[config.mk]
export PLATFORM = sky130hd
export DESIGN_NAME = legacy_bios_area_attribute_map
export DESIGN_NICKNAME = d
export VERILOG_FILES = /design/src/bios_attr_pkg.sv /design/src/seg_route_if.sv /design/src/legacy_bios_area_attribute_map.sv /design/src/seg_decode.sv
export SDC_FILE = /design/constraint.sdc
export NUM_CORES = 1
export LEC_CHECK = 0
export BUFFER_PORTS_ARGS = -buffer_cell sky130_fd_sc_hd__buf_2
export CAP_MARGIN = 30
export CORE_MARGIN = 4
export CORE_UTILIZATION = 39
export DETAILED_ROUTE_END_ITERATION = 8
export GPL_TIMING_DRIVEN = 0
export PLACE_DENSITY = 0.78
export SLEW_MARGIN = 10
export SYNTH_ARGS = -nofsm -noshare
export SYNTH_HDL_FRONTEND = slang
export SYNTH_SLANG_ARGS = --single-unit
[constraint.sdc]
create_clock -name sys_clk -period 1.7 [get_ports sys_clk]
set_clock_uncertainty 0.15 [all_clocks]
set_input_delay 0.085 -clock sys_clk [delete_from_list [all_inputs] [get_ports sys_clk]]
set_output_delay 0.085 -clock sys_clk [all_outputs]
set_load 0.02 [all_outputs]
[src/bios_attr_pkg.sv]
// constants for the legacy BIOS segment attribute maps
package bios_attr_pkg;

    // ==================================================================
    // configuration offsets and reset values
    localparam logic [7:0]  TOP_ATTR_OFFSET = 8'h90;
    localparam logic [7:0]  LOW_ATTR_OFFSET = 8'h91;
    localparam logic [7:0]  ATTR_RESET      = 8'h00;

    // ==================================================================
    // field layout inside each map byte
    localparam int          UPPER_FIELD_LSB = 4;
    localparam int          LOWER_FIELD_LSB = 0;
    localparam logic [7:0]  TOP_WRITE_MASK  = 8'h30;
    localparam logic [7:0]  LOW_WRITE_MASK  = 8'h33;
    localparam int          READ_CLAIM_BIT  = 0;
    localparam int          WRITE_CLAIM_BIT = 1;
    localparam logic [1:0]  ATTR_BOTH_MEM   = 2'h3;

    // ==================================================================
    // legacy address window and segment bases
    localparam int          ADDR_W          = 20;
    localparam logic [19:0] LEGACY_LO       = 20'hC0000;
    localparam logic [19:0] TOP_SEG_BASE    = 20'hF0000;
    localparam logic [19:0] C4_SEG_BASE     = 20'hC4000;
    localparam logic [19:0] C0_SEG_BASE     = 20'hC0000;
    localparam int          TOP_SEG_SHIFT   = 16;
    localparam int          SMALL_SEG_SHIFT = 14;
    localparam int          SEG_COUNT       = 3;

endpackage : bios_attr_pkg

[src/seg_route_if.sv]
// carrier between the map block and one segment decoder
`timescale 1ns/1ps
interface seg_route_if;
    import bios_attr_pkg::*;
    logic [ADDR_W-1:0] addr;
    logic              is_write;
    logic [1:0]        attr;
    logic              hit;
    logic              to_mem;

    modport decoder (input addr, input is_write, input attr, output hit, output to_mem);
    modport owner   (output addr, output is_write, output attr, input hit, input to_mem);
endinterface : seg_route_if
[src/legacy_bios_area_attribute_map.sv]
// legacy BIOS segment attribute maps: config registers and cycle steering
`timescale 1ns/1ps

// What this block does
// - The first map is an 8-bit config register at offset 90h, reset to 00h.
// - Three legacy segments between 768 KB and 1 MB get programmable routing attributes.
// - A set read bit sends reads to main memory, a clear one sends them downstream.
// - A set write bit sends writes to main memory, a clear one sends them downstream.
// - The attributes steer processor cycles and bus-initiator cycles alike.
// - Field decode: 00 all downstream, 01 reads to memory, 10 writes to memory, 11 both.
// - Bits 5:4 of the first map cover 0F0000h-0FFFFFh; its other bits read zero.
// - The second map is an 8-bit register at 91h, reset 00h, bits 7:6 and 3:2 zero.
// - Bits 5:4 of the second map cover 0C4000h-0C7FFFh.
// - Bits 1:0 of the second map cover 0C0000h-0C3FFFh.
// - Fields take writes only while the trusted lock is inactive.
// - The second map holds two 2-bit fields, one per region; the first map holds one.
module legacy_bios_area_attribute_map
    import bios_attr_pkg::*;
(
    input  wire logic              sys_clk,
    input  wire logic              rst_n,
    input  wire logic              cfg_wr,
    input  wire logic              cfg_rd,
    input  wire logic [7:0]        cfg_addr,
    input  wire logic [7:0]        cfg_wdata,
    output logic      [7:0]        cfg_rdata,
    input  wire logic              trusted_lock_mode,
    input  wire logic              req_valid,
    input  wire logic [ADDR_W-1:0] req_addr,
    input  wire logic              req_write,
    input  wire logic              req_initiator,
    output logic                   rsp_valid,
    output logic                   rsp_claimed,
    output logic                   rsp_to_memory,
    output logic                   rsp_to_downstream,
    output logic                   initiator_hazard
);

    // ==================================================================
    // state
    logic [7:0] top_bios_segment_attr_ff;
    logic [7:0] expansion_rom_low_attr_ff;
    logic [7:0] rdata_ff;
    logic       valid_ff;
    logic       claimed_ff;
    logic       mem_ff;
    logic       down_ff;
    logic       hazard_ff;
    logic [7:0] nxt_top_bios_segment_attr;
    logic [7:0] nxt_expansion_rom_low_attr;
    logic [7:0] nxt_rdata;
    logic       nxt_valid;
    logic       nxt_claimed;
    logic       nxt_mem;
    logic       nxt_down;
    logic       nxt_hazard;
    logic       any_hit;
    logic       any_mem;
    logic [1:0] hit_attr;

    seg_route_if seg_bus [SEG_COUNT] ();

    // ==================================================================
    // segment decoders: top 64 KB, 0C4000h and 0C0000h
    seg_decode #(.SEG_BASE(TOP_SEG_BASE), .SEG_SHIFT(TOP_SEG_SHIFT)) u_top_seg (
        .seg (seg_bus[0])
    );
    seg_decode #(.SEG_BASE(C4_SEG_BASE), .SEG_SHIFT(SMALL_SEG_SHIFT)) u_c4_seg (
        .seg (seg_bus[1])
    );
    seg_decode #(.SEG_BASE(C0_SEG_BASE), .SEG_SHIFT(SMALL_SEG_SHIFT)) u_c0_seg (
        .seg (seg_bus[2])
    );

    // every decoder sees the same cycle; only its own field differs
    for (genvar g = 0; g < SEG_COUNT; g++) begin : g_feed
        assign seg_bus[g].addr     = req_addr;
        assign seg_bus[g].is_write = req_write;
    end
    assign seg_bus[0].attr = top_bios_segment_attr_ff[UPPER_FIELD_LSB +: 2];
    assign seg_bus[1].attr = expansion_rom_low_attr_ff[UPPER_FIELD_LSB +: 2];
    assign seg_bus[2].attr = expansion_rom_low_attr_ff[LOWER_FIELD_LSB +: 2];

    // ==================================================================
    // segments never overlap, so an or-merge picks the single hit
    always_comb begin
        any_hit  = 1'b0;
        any_mem  = 1'b0;
        hit_attr = 2'h0;
        if (seg_bus[0].hit) begin
            any_hit  = 1'b1;
            any_mem  = seg_bus[0].to_mem;
            hit_attr = seg_bus[0].attr;
        end
        if (seg_bus[1].hit) begin
            any_hit  = 1'b1;
            any_mem  = seg_bus[1].to_mem;
            hit_attr = seg_bus[1].attr;
        end
        if (seg_bus[2].hit) begin
            any_hit  = 1'b1;
            any_mem  = seg_bus[2].to_mem;
            hit_attr = seg_bus[2].attr;
        end
    end

    // ==================================================================
    // next values: config writes, config reads, steering answer
    always_comb begin
        nxt_top_bios_segment_attr  = top_bios_segment_attr_ff;
        nxt_expansion_rom_low_attr = expansion_rom_low_attr_ff;
        nxt_rdata                  = rdata_ff;
        // lock freezes both maps; reserved bits are masked off on entry
        if (cfg_wr && !trusted_lock_mode) begin
            if (cfg_addr == TOP_ATTR_OFFSET) begin
                nxt_top_bios_segment_attr = cfg_wdata & TOP_WRITE_MASK;
            end
            if (cfg_addr == LOW_ATTR_OFFSET) begin
                nxt_expansion_rom_low_attr = cfg_wdata & LOW_WRITE_MASK;
            end
        end
        // unmapped offsets read zero; read sees the value before a same-cycle write
        if (cfg_rd) begin
            case (cfg_addr)
                TOP_ATTR_OFFSET: nxt_rdata = top_bios_segment_attr_ff;
                LOW_ATTR_OFFSET: nxt_rdata = expansion_rom_low_attr_ff;
                default:         nxt_rdata = 8'h00;
            endcase
        end
        // initiator and processor cycles share one decode path
        nxt_valid   = req_valid;
        nxt_claimed = req_valid && any_hit;
        nxt_mem     = req_valid && any_hit && any_mem;
        nxt_down    = req_valid && any_hit && !any_mem;
        // flags a cycle that may hang the hub: not a fix, just visibility
        nxt_hazard  = req_valid && any_hit && req_initiator
                      && (hit_attr != ATTR_BOTH_MEM);
    end

    // ==================================================================
    // registers
    always_ff @(posedge sys_clk or negedge rst_n) begin
        if (!rst_n) begin
            top_bios_segment_attr_ff  <= ATTR_RESET;
            expansion_rom_low_attr_ff <= ATTR_RESET;
            rdata_ff                  <= 8'h00;
            valid_ff                  <= 1'b0;
            claimed_ff                <= 1'b0;
            mem_ff                    <= 1'b0;
            down_ff                   <= 1'b0;
            hazard_ff                 <= 1'b0;
        end else begin
            top_bios_segment_attr_ff  <= nxt_top_bios_segment_attr;
            expansion_rom_low_attr_ff <= nxt_expansion_rom_low_attr;
            rdata_ff                  <= nxt_rdata;
            valid_ff                  <= nxt_valid;
            claimed_ff                <= nxt_claimed;
            mem_ff                    <= nxt_mem;
            down_ff                   <= nxt_down;
            hazard_ff                 <= nxt_hazard;
        end
    end

    assign cfg_rdata         = rdata_ff;
    assign rsp_valid         = valid_ff;
    assign rsp_claimed       = claimed_ff;
    assign rsp_to_memory     = mem_ff;
    assign rsp_to_downstream = down_ff;
    assign initiator_hazard  = hazard_ff;
endmodule : legacy_bios_area_attribute_map

[src/seg_decode.sv]
// one legacy segment: address match and memory-or-downstream choice
`timescale 1ns/1ps
module seg_decode
    import bios_attr_pkg::*;
#(
    parameter logic [19:0] SEG_BASE  = 20'hC0000,
    parameter int          SEG_SHIFT = 14
)(
    seg_route_if.decoder seg
);

    // ==================================================================
    // elaboration checks
    if (SEG_SHIFT < 1 || SEG_SHIFT >= ADDR_W) begin : g_bad_shift
        $error("seg_decode: segment size out of range");
    end

    // ==================================================================
    // match upper address bits, then pick the attribute bit for the cycle kind
    always_comb begin
        seg.hit    = (seg.addr >> SEG_SHIFT) == (SEG_BASE >> SEG_SHIFT);
        seg.to_mem = seg.is_write ? seg.attr[WRITE_CLAIM_BIT]
                                  : seg.attr[READ_CLAIM_BIT];
    end

endmodule : seg_decode

* Word level (Yosys, flattened, before mapping) *
Cells that the tools add are included.

cells by class
  multiplexer cells = 13
  multiply operators = 0
  magnitude comparators = 0
  bitwise gates (word level) = 0
  eq/ne operators = 6
  div/mod/pow operators = 0
  reductions and logical operators = 10
  add/subtract/negate cells = 0
  shifts and indexed selects = 0

operators with widths
  kind                                          number
  == test 8 bit, second input constant          2
  == test 6 bit, second input constant          2
  one-hot mux 6 bit (2 select lines)            1
  two-way mux 1 bit                             9
  logical AND 1 bit                             6
  two-way mux 2 bit                             3
  == test 4 bit, second input constant          1
  AND reduction 2 bit                           2
  logical NOT 1 bit                             2
  inequality test 2 bit, second input constant  1

storage, ports and cells
  memories = 0
  output and inout port bits = 13
  input bits = 44
  register bits = 19
  logic and storage cells = 37
  latch bits = 0
  memory bits (writable) = 0
  bits in read-only memories = 0

* Depth between registers and ports, before layout *
Gate-level depths: netlist of run 1.

  word-level depth = 7
  gate-level depth with buffers = 3
  depth with buffers taken out = 3

* Hierarchy *
From an unflattened synthesis of run 1, not the netlist that was laid out.

second synthesis, totals
  cell total of the unflattened synthesis = 70
  area, all modules = 808.3 um^2

by module, submodules not included
  module                          times used  area an instance (um^2)  cells an instance  seq. area each (um^2)
  legacy_bios_area_attribute_map  1           714.4                    62                 375.4
  seg_decode at u_c0_seg          1           36.3                     3                  0.0
  seg_decode at u_c4_seg          1           33.8                     3                  0.0
  seg_decode at u_top_seg         1           23.8                     2                  0.0

* Least setup slack after synthesis of run 1 *
No wires, ideal clock.

  path type = reg2reg
  start point = reg expansion_rom_low_attr_ff[5]
  end point = reg mem_ff (netlist: rsp_to_memory)
  required time = 1,431 ps
  library setup time = 119 ps
  period minus slack after synthesis = 1,444 ps
  arrival = 1,175 ps
  setup slack = 256 ps
  stages on the path, launching flop included = 4
  buffers on the path = 0
  cell sequence = dfrtp_1 -> mux4_2 -> and3b_1 -> o21a_1

between the ends
  longest elaborated chain between the ends = 4

RTL lines
  element                   line                                   text
  start: declaration        legacy_bios_area_attribute_map.sv:42   logic [7:0] expansion_rom_low_attr_ff;
  start signal: assignment  legacy_bios_area_attribute_map.sv:154  expansion_rom_low_attr_ff <= nxt_expansion_rom_low_attr;
  two-way mux 1 bit         seg_decode.sv:22                       seg.to_mem = seg.is_write ? seg.attr[WRITE_CLAIM_BIT]
  two-way mux 1 bit         legacy_bios_area_attribute_map.sv:95   if (seg_bus[1].hit) begin
  two-way mux 1 bit         legacy_bios_area_attribute_map.sv:100  if (seg_bus[2].hit) begin
  logical AND 1 bit         legacy_bios_area_attribute_map.sv:133  nxt_mem = req_valid && any_hit && any_mem;
  net nxt_mem               legacy_bios_area_attribute_map.sv:54   logic nxt_mem;
  end signal: assignment    legacy_bios_area_attribute_map.sv:158  mem_ff <= nxt_mem;
  end: declaration          legacy_bios_area_attribute_map.sv:46   logic mem_ff;

The timed path passes the listed nets, and every way through them passes these cells.
A chain may end at the register's enable or synchronous reset.

* Worst setup path after layout of run 1 *
  start point = in cfg_addr[3]
  end point = reg expansion_rom_low_attr_ff[1]

between the ends
  longest elaborated chain between the ends = 2

RTL lines
  element                        line                                   text
  start: declaration             legacy_bios_area_attribute_map.sv:24   input wire logic [7:0] cfg_addr,
  == test 8 bit                  legacy_bios_area_attribute_map.sv:118  if (cfg_addr == LOW_ATTR_OFFSET) begin
  AND reduction 2 bit (no line)  --

No other way between the ends.

==> results.toml, run 1 <==
[worst_setup_path]
cp-end-kind = "register"
critPathMaxFanout = 4
worst_ep_arrival_time_ns = 1.66
critPathRequiredTime_ns = 1.72
crit_type = "in2reg"
cp-start-kind = "input port"

[sta]
hold_viol_final = 0
finalWorstSetupSlack_ns = 0.0579
setup_viol = 0
slew_violations = 0
finalCritPeriodShare_pct = 96.6
min_period_ns = 1.64
maxClockFrequency_mhz = 609

[clocking]
insertion_delay_ns = 0.28
clk_path_buf_depth = 2
clkTransAtPathRegs_ns = 0.09
htree_levels = 1
numCtsBuffers = 3
tritoncts = "built"
root_buffer = "clkbuf_4"
cts_sinks = 15

[power]
p_leak_nw = 0.618
ir_drop_uv = 474
power.density_nw_per_um2 = 579

[global_route]
grt_pass1_wl_mm = 2.75
grt.total_usage_pct = 13.3
overflow = 0
grt_pass1_vias = 653
antenna_found_initial = 0
grt_max_degree = 16

[placement]
dp_hpwl_mm = 1.31
post-place-cells = 127
dpl_worst_slack_ns = 0.185
dpl_cell_area_sq_um = 985
place_congestion = 0.720
io_buffers = 33

[finish]
drive_gt1_share_pct = 45.9
final_cells = 147
insertedDiodeCount = 0
final_core_util_pct = 65.4
finalNetCount = 167
area_growth_pct = 51.7
fin_area_sq_um = 1180

[logic_synthesis]
syn_area_per_cell_sq_um = 11.8
synthArstFlopShare_pct = 100
syn_area_sq_um = 777
synth_edf_count = 0
yosysMostFrequentCell = "dfrtp_1"
synth_flop_cell = "dfrtp_1"
ys_top_cells_by_count = "dfrtp_1, mux2_2, nand2_1"
netlist_top_cells_area = "dfrtp_1, mux2_2, buf_4"
yosys.cell_types.count = 27
synth-seq-cells = 15
ys_warn_count = 0
yosysTopAreaCellShare_pct = 48.3
ys_seq_area_share_pct = 48.3
syn-instance-count = 66
yosys.area.top_type = "dfrtp_1"

[route]
dr.pass1.iters = 4
post_drt_wl_per_cell_um = 11.8
viasPerCell = 4.67
num_vias = 687
postRouteAntennaNets = 0
drc = 0
drt_iter0_markers = 11
drt-total-wl_mm = 1.74

[floorplan]
die_y_um = 52.6
rows = 15
die_w_um = 52.6
io_pins = 57
start_util_pct = 43.1
core_area_sq_um = 1800
die-area_sq_um = 2770

[worst_hold_path]
min_path_type = "in2reg"

[job]
drv_cap = 0

[run_status]
run_status = "completed"
==> layout by cell type, fill, tap and decap left out, drive strengths merged, types with 2 or more instances in the layout <==
cell,n
o22ai,4
nand3,2
nor3b,2
nand2,7
conb,4
nand4b,2
buf,39
mux2,8
inv,4
dlygate4sd3,15
and4bb,2
dfrtp,15
clkbuf,3
==> layer usage <==
layer / vias up / GRT usage, % / share of wire [%]
met5: - / 0 / 0
met4: 0 / 1.28 / 0
met3: 0 / 4.27 / 7.1
met2: 25 / 23.8 / 53
met1: 316 / 15.8 / 40
li1: 346 / - / -
==> worst max-delay path, stage by stage <==
cell	delay, ns
dlygate4sd3_1	0.53
buf_2	0.14
nor4b_4	0.41
nand4b_4	0.19
mux2_2	0.31
==> registers in the layout, indices dropped and copies added, names as in the netlist <==
name,flops
cfg_rdata,4
expansion_rom_low_attr_ff,4
top_bios_segment_attr_ff,2
initiator_hazard,1
rsp_claimed,1
rsp_to_downstream,1
rsp_to_memory,1
rsp_valid,1
==> path summary, 6_finish.rpt <==
path                                                     startpoint                                       end  slack, ns  cells past startpoint
min in group asynchronous                                     rst_n                  cfg_rdata[1]$_DFFE_PN0P_       0.08                      2
setup / recovery                                        cfg_addr[3]  expansion_rom_low_attr_ff[1]$_DFFE_PN0P_       0.06                      5
hold reg to reg                            cfg_rdata[0]$_DFFE_PN0P_                  cfg_rdata[0]$_DFFE_PN0P_       0.38                      2
hold / removal                                         req_addr[16]               rsp_to_downstream$_DFF_PN0_       0.04                      3
setup reg to reg           expansion_rom_low_attr_ff[1]$_DFFE_PN0P_                initiator_hazard$_DFF_PN0_       0.17                      4
max in group asynchronous                                     rst_n                initiator_hazard$_DFF_PN0_       1.08                      2
==> power breakdown <==
group / internal [W] / leakage (nW) / switching [W]
registers: 0.000363 / 0.206 / 0.00000428
clock network: 0.0000873 / 0.0177 / 0.000108
logic: 0.0000677 / 0.394 / 0.0000516
==> repair_timing <==
action,4_1_cts,5_1_grt
endpoints found under the hold margin,30,0
setup buffers,0,1
resized for setup,0,1
endpoints found under the setup margin,0,4
hold buffers,15,0
==> final cells by class <==
cell class / count / area (sq um)
inverter: 4 / 15.0
tap: 25 / 31.3
fill: 151 / 623
timing repair buffer: 49 / 323
clock inverter: 1 / 5.00
buffer: 5 / 33.8
sequential: 15 / 375
clock buffer: 3 / 22.5
multi-input combinational: 45 / 373
==> logic make-up (layout without fill, tap and decap cells) <==
family / count (synthesis) / in the layout / share of synthesized area [%]
DFF: 15 / 15 / 48.3
and+or+nand+nor: 21 / 21 / 20.1
muxes: 10 / 10 / 15.8
other: 1 / 4 / 0.483
buffers and inverters: 9 / 62 / 6.28
AOI/OAI and AO/OA: 10 / 10 / 9.02
==> stage by stage <==
| step | TNS [ns] | hold WS (ns) | power (W) |
|---|---|---|---|
| 2_1_floorplan | 0 | -0.361 | 0.000417 |
| 3_3_place_gp | 0 | -0.157 | 0.000463 |
| 3_5_place_dp | 0 | -0.149 | 0.000465 |
| 4_1_cts | 0 | 0.0235 | 0.000689 |
| 5_1_grt | -0.0840 | 0.0602 | 0.000717 |
| 6_report | 0 | 0.0403 | 0.000682 |
No activity file was read; power rests on OpenSTA's default activity.
==> run 2, diff against run 1 <==
Settings changed: SETUP_SLACK_MARGIN from default to 0.2.
==> run 2 against run 1 <==
  * Hold slack improved by 0.0023 ns
  * Maximum frequency increased by 10%
  * Wire length grew 1.5%
  * Non-clock buffer count grew 1
  * Utilization decreased by 0.21 points
  * Worst setup slack improved by 0.15 ns
  * Clock power about the same
  * Total power decreased by 0.27%
  * Sequential power about the same
  * Clock-buffer cell count stayed put
  * Cell area shrank 0.32%
==> results.toml, run 2 (same netlist as run 1, synthesis figures left out) <==
[global_route]
overflow = 0
grt_pass1_vias = 646
grt_pass1_wl_mm = 2.75
antenna_found_initial = 0
grt_max_degree = 16
grt.total_usage_pct = 13.2

[route]
viasPerCell = 4.70
drc = 0
num_vias = 696
post_drt_wl_per_cell_um = 11.9
dr.pass1.iters = 4
drt-total-wl_mm = 1.76
postRouteAntennaNets = 0
drt_iter0_markers = 6

[placement]
dp_hpwl_mm = 1.31
dpl_worst_slack_ns = 0.185
io_buffers = 33
post-place-cells = 127
place_congestion = 0.720

[floorplan]
core_area_sq_um = 1800
die_w_um = 52.6
io_pins = 57
rows = 15
die_y_um = 52.6
die-area_sq_um = 2770
start_util_pct = 43.1

[clocking]
tritoncts = "built"
insertion_delay_ns = 0.28
numCtsBuffers = 3
clk_path_buf_depth = 2
cts_sinks = 15
root_buffer = "clkbuf_4"
clkTransAtPathRegs_ns = 0.09
htree_levels = 1

[finish]
most-common-layout-cells = "buf_2, dfrtp_1, dlygate4sd3_1, buf_4, mux2_2"
multiInputGateArea_sq_um = 369
regArea_sq_um = 375
drive_gt1_share_pct = 49.6
final_cells = 148
fillers = 148
insertedDiodeCount = 0
finalNetCount = 168
final_common_cell = "buf_2"
area_growth_pct = 51.2

[worst_setup_path]
cp_num_buf_inv = 0
crit_chain = "mux4_2, and3b_1, o21a_1"
crit_path_max_incr_delay_ns = 0.44
cp-end-kind = "register"
critPathMaxFanout = 2
worst_ep_arrival_time_ns = 1.51
crit_family = "multiplexers"
crit_type = "reg2reg"
cp-start-kind = "register"
critPathRequiredTime_ns = 1.72
slowest_stage = "mux4_2"

[sta]
maxClockFrequency_mhz = 671
slew_violations = 0
hold_viol_final = 0
finalWorstSetupSlack_ns = 0.209
rsz0062_at_grt = "true"
finalCritPeriodShare_pct = 87.7
finalSetupTns_ns = 0
min_period_ns = 1.49
setup_viol = 0

[job]
drv_cap = 0

[run_status]
run_status = "completed"

[power]
clockPowerShare_pct = 28.8
internal_power_w = 0.000517
p_leak_nw = 0.613
p_comb_share_pct = 17.4
ir_drop_uv = 473
switchingPower_w = 0.000163
power_frac_seq_pct = 53.8
p_sw_share_pct = 24.0
power.density_nw_per_um2 = 579

[worst_hold_path]
min_path_type = "in2reg"
-- run 2: cell types whose count changed in the layout (fill, tap and decap cells not counted), sizes merged --
cell         before  now
buf              39   43
dlygate4sd3      15   12
-- run 2: worst paths after layout --
check                                                    startpoint                          to  slack, ns  cells after the start
max                        expansion_rom_low_attr_ff[1]$_DFFE_PN0P_     rsp_to_memory$_DFF_PN0_       0.21                      3
min                                                    req_addr[14]  initiator_hazard$_DFF_PN0_       0.04                      4
max reg2reg                expansion_rom_low_attr_ff[1]$_DFFE_PN0P_     rsp_to_memory$_DFF_PN0_       0.21                      3
min reg2reg                                cfg_rdata[0]$_DFFE_PN0P_    cfg_rdata[0]$_DFFE_PN0P_       0.38                      2
max in group asynchronous                                     rst_n  initiator_hazard$_DFF_PN0_       1.08                      2
min in group asynchronous                                     rst_n    cfg_rdata[1]$_DFFE_PN0P_       0.07                      2
-- run 2: per-stage QoR --
| stage | cell area, sq um | util (%) | hold WS [ns] | power [W] |
|---|---|---|---|---|
| after global routing | 1170 | 65.2 | 0.0485 | 0.000715 |
| after global placement | 985 | 54.7 | -0.157 | 0.000463 |
| after detailed placement | 985 | 54.7 | -0.149 | 0.000465 |
| after CTS | 1160 | 64.5 | 0.0235 | 0.000688 |
| after floorplan | 788 | - | -0.361 | 0.000417 |
| final | 1170 | 65.2 | 0.0426 | 0.000680 |
-- run 2: layout make-up --
type / count / share of cell area (%)
Multi-Input combinational cell: 45 / 31.4
Clock inverter: 1 / 0.426
Inverter: 4 / 1.28
Clock buffer: 3 / 1.92
Buffer: 5 / 2.88
Sequential cell: 15 / 31.9
Tap cell: 25 / 2.66
Timing Repair Buffer: 50 / 27.5
-- run 2: power by group through the flow --
stage,sequential [W],combinational (W),clock (W)
6_report,0.000366,0.000118,0.000196
5_1_grt,0.000367,0.000131,0.000218
2_1_floorplan,0.000377,0.0000399,0
4_1_cts,0.000366,0.000117,0.000205
3_3_place_gp,0.000374,0.0000886,0
3_5_place_dp,0.000374,0.0000909,0
-- run 2: per-layer routing --
layer,track usage [%],vias to the layer above,share of wire [%]
li1,-,346,-
met1,16.2,329,40
met2,23.1,21,54
met3,4.27,0,6.3
met4,1.28,0,0
met5,0,-,0
-- run 2: worst register-to-register path, delay by kind of cell, from the launching register on --
kind	cells	cell delay (ns)
AOI/OAI and AO/OA	1	0.18
and+or+nand+nor	1	0.22
muxes	1	0.44
DFF	1	0.40
-- run 2: timing repair --
action                                  in CTS  in global routing
endpoints found under the hold margin       30                  0
hold buffers                                12                  0
gates resized for setup                      0                  1
setup buffers                                4                  1
endpoints found under the setup margin       2                  4
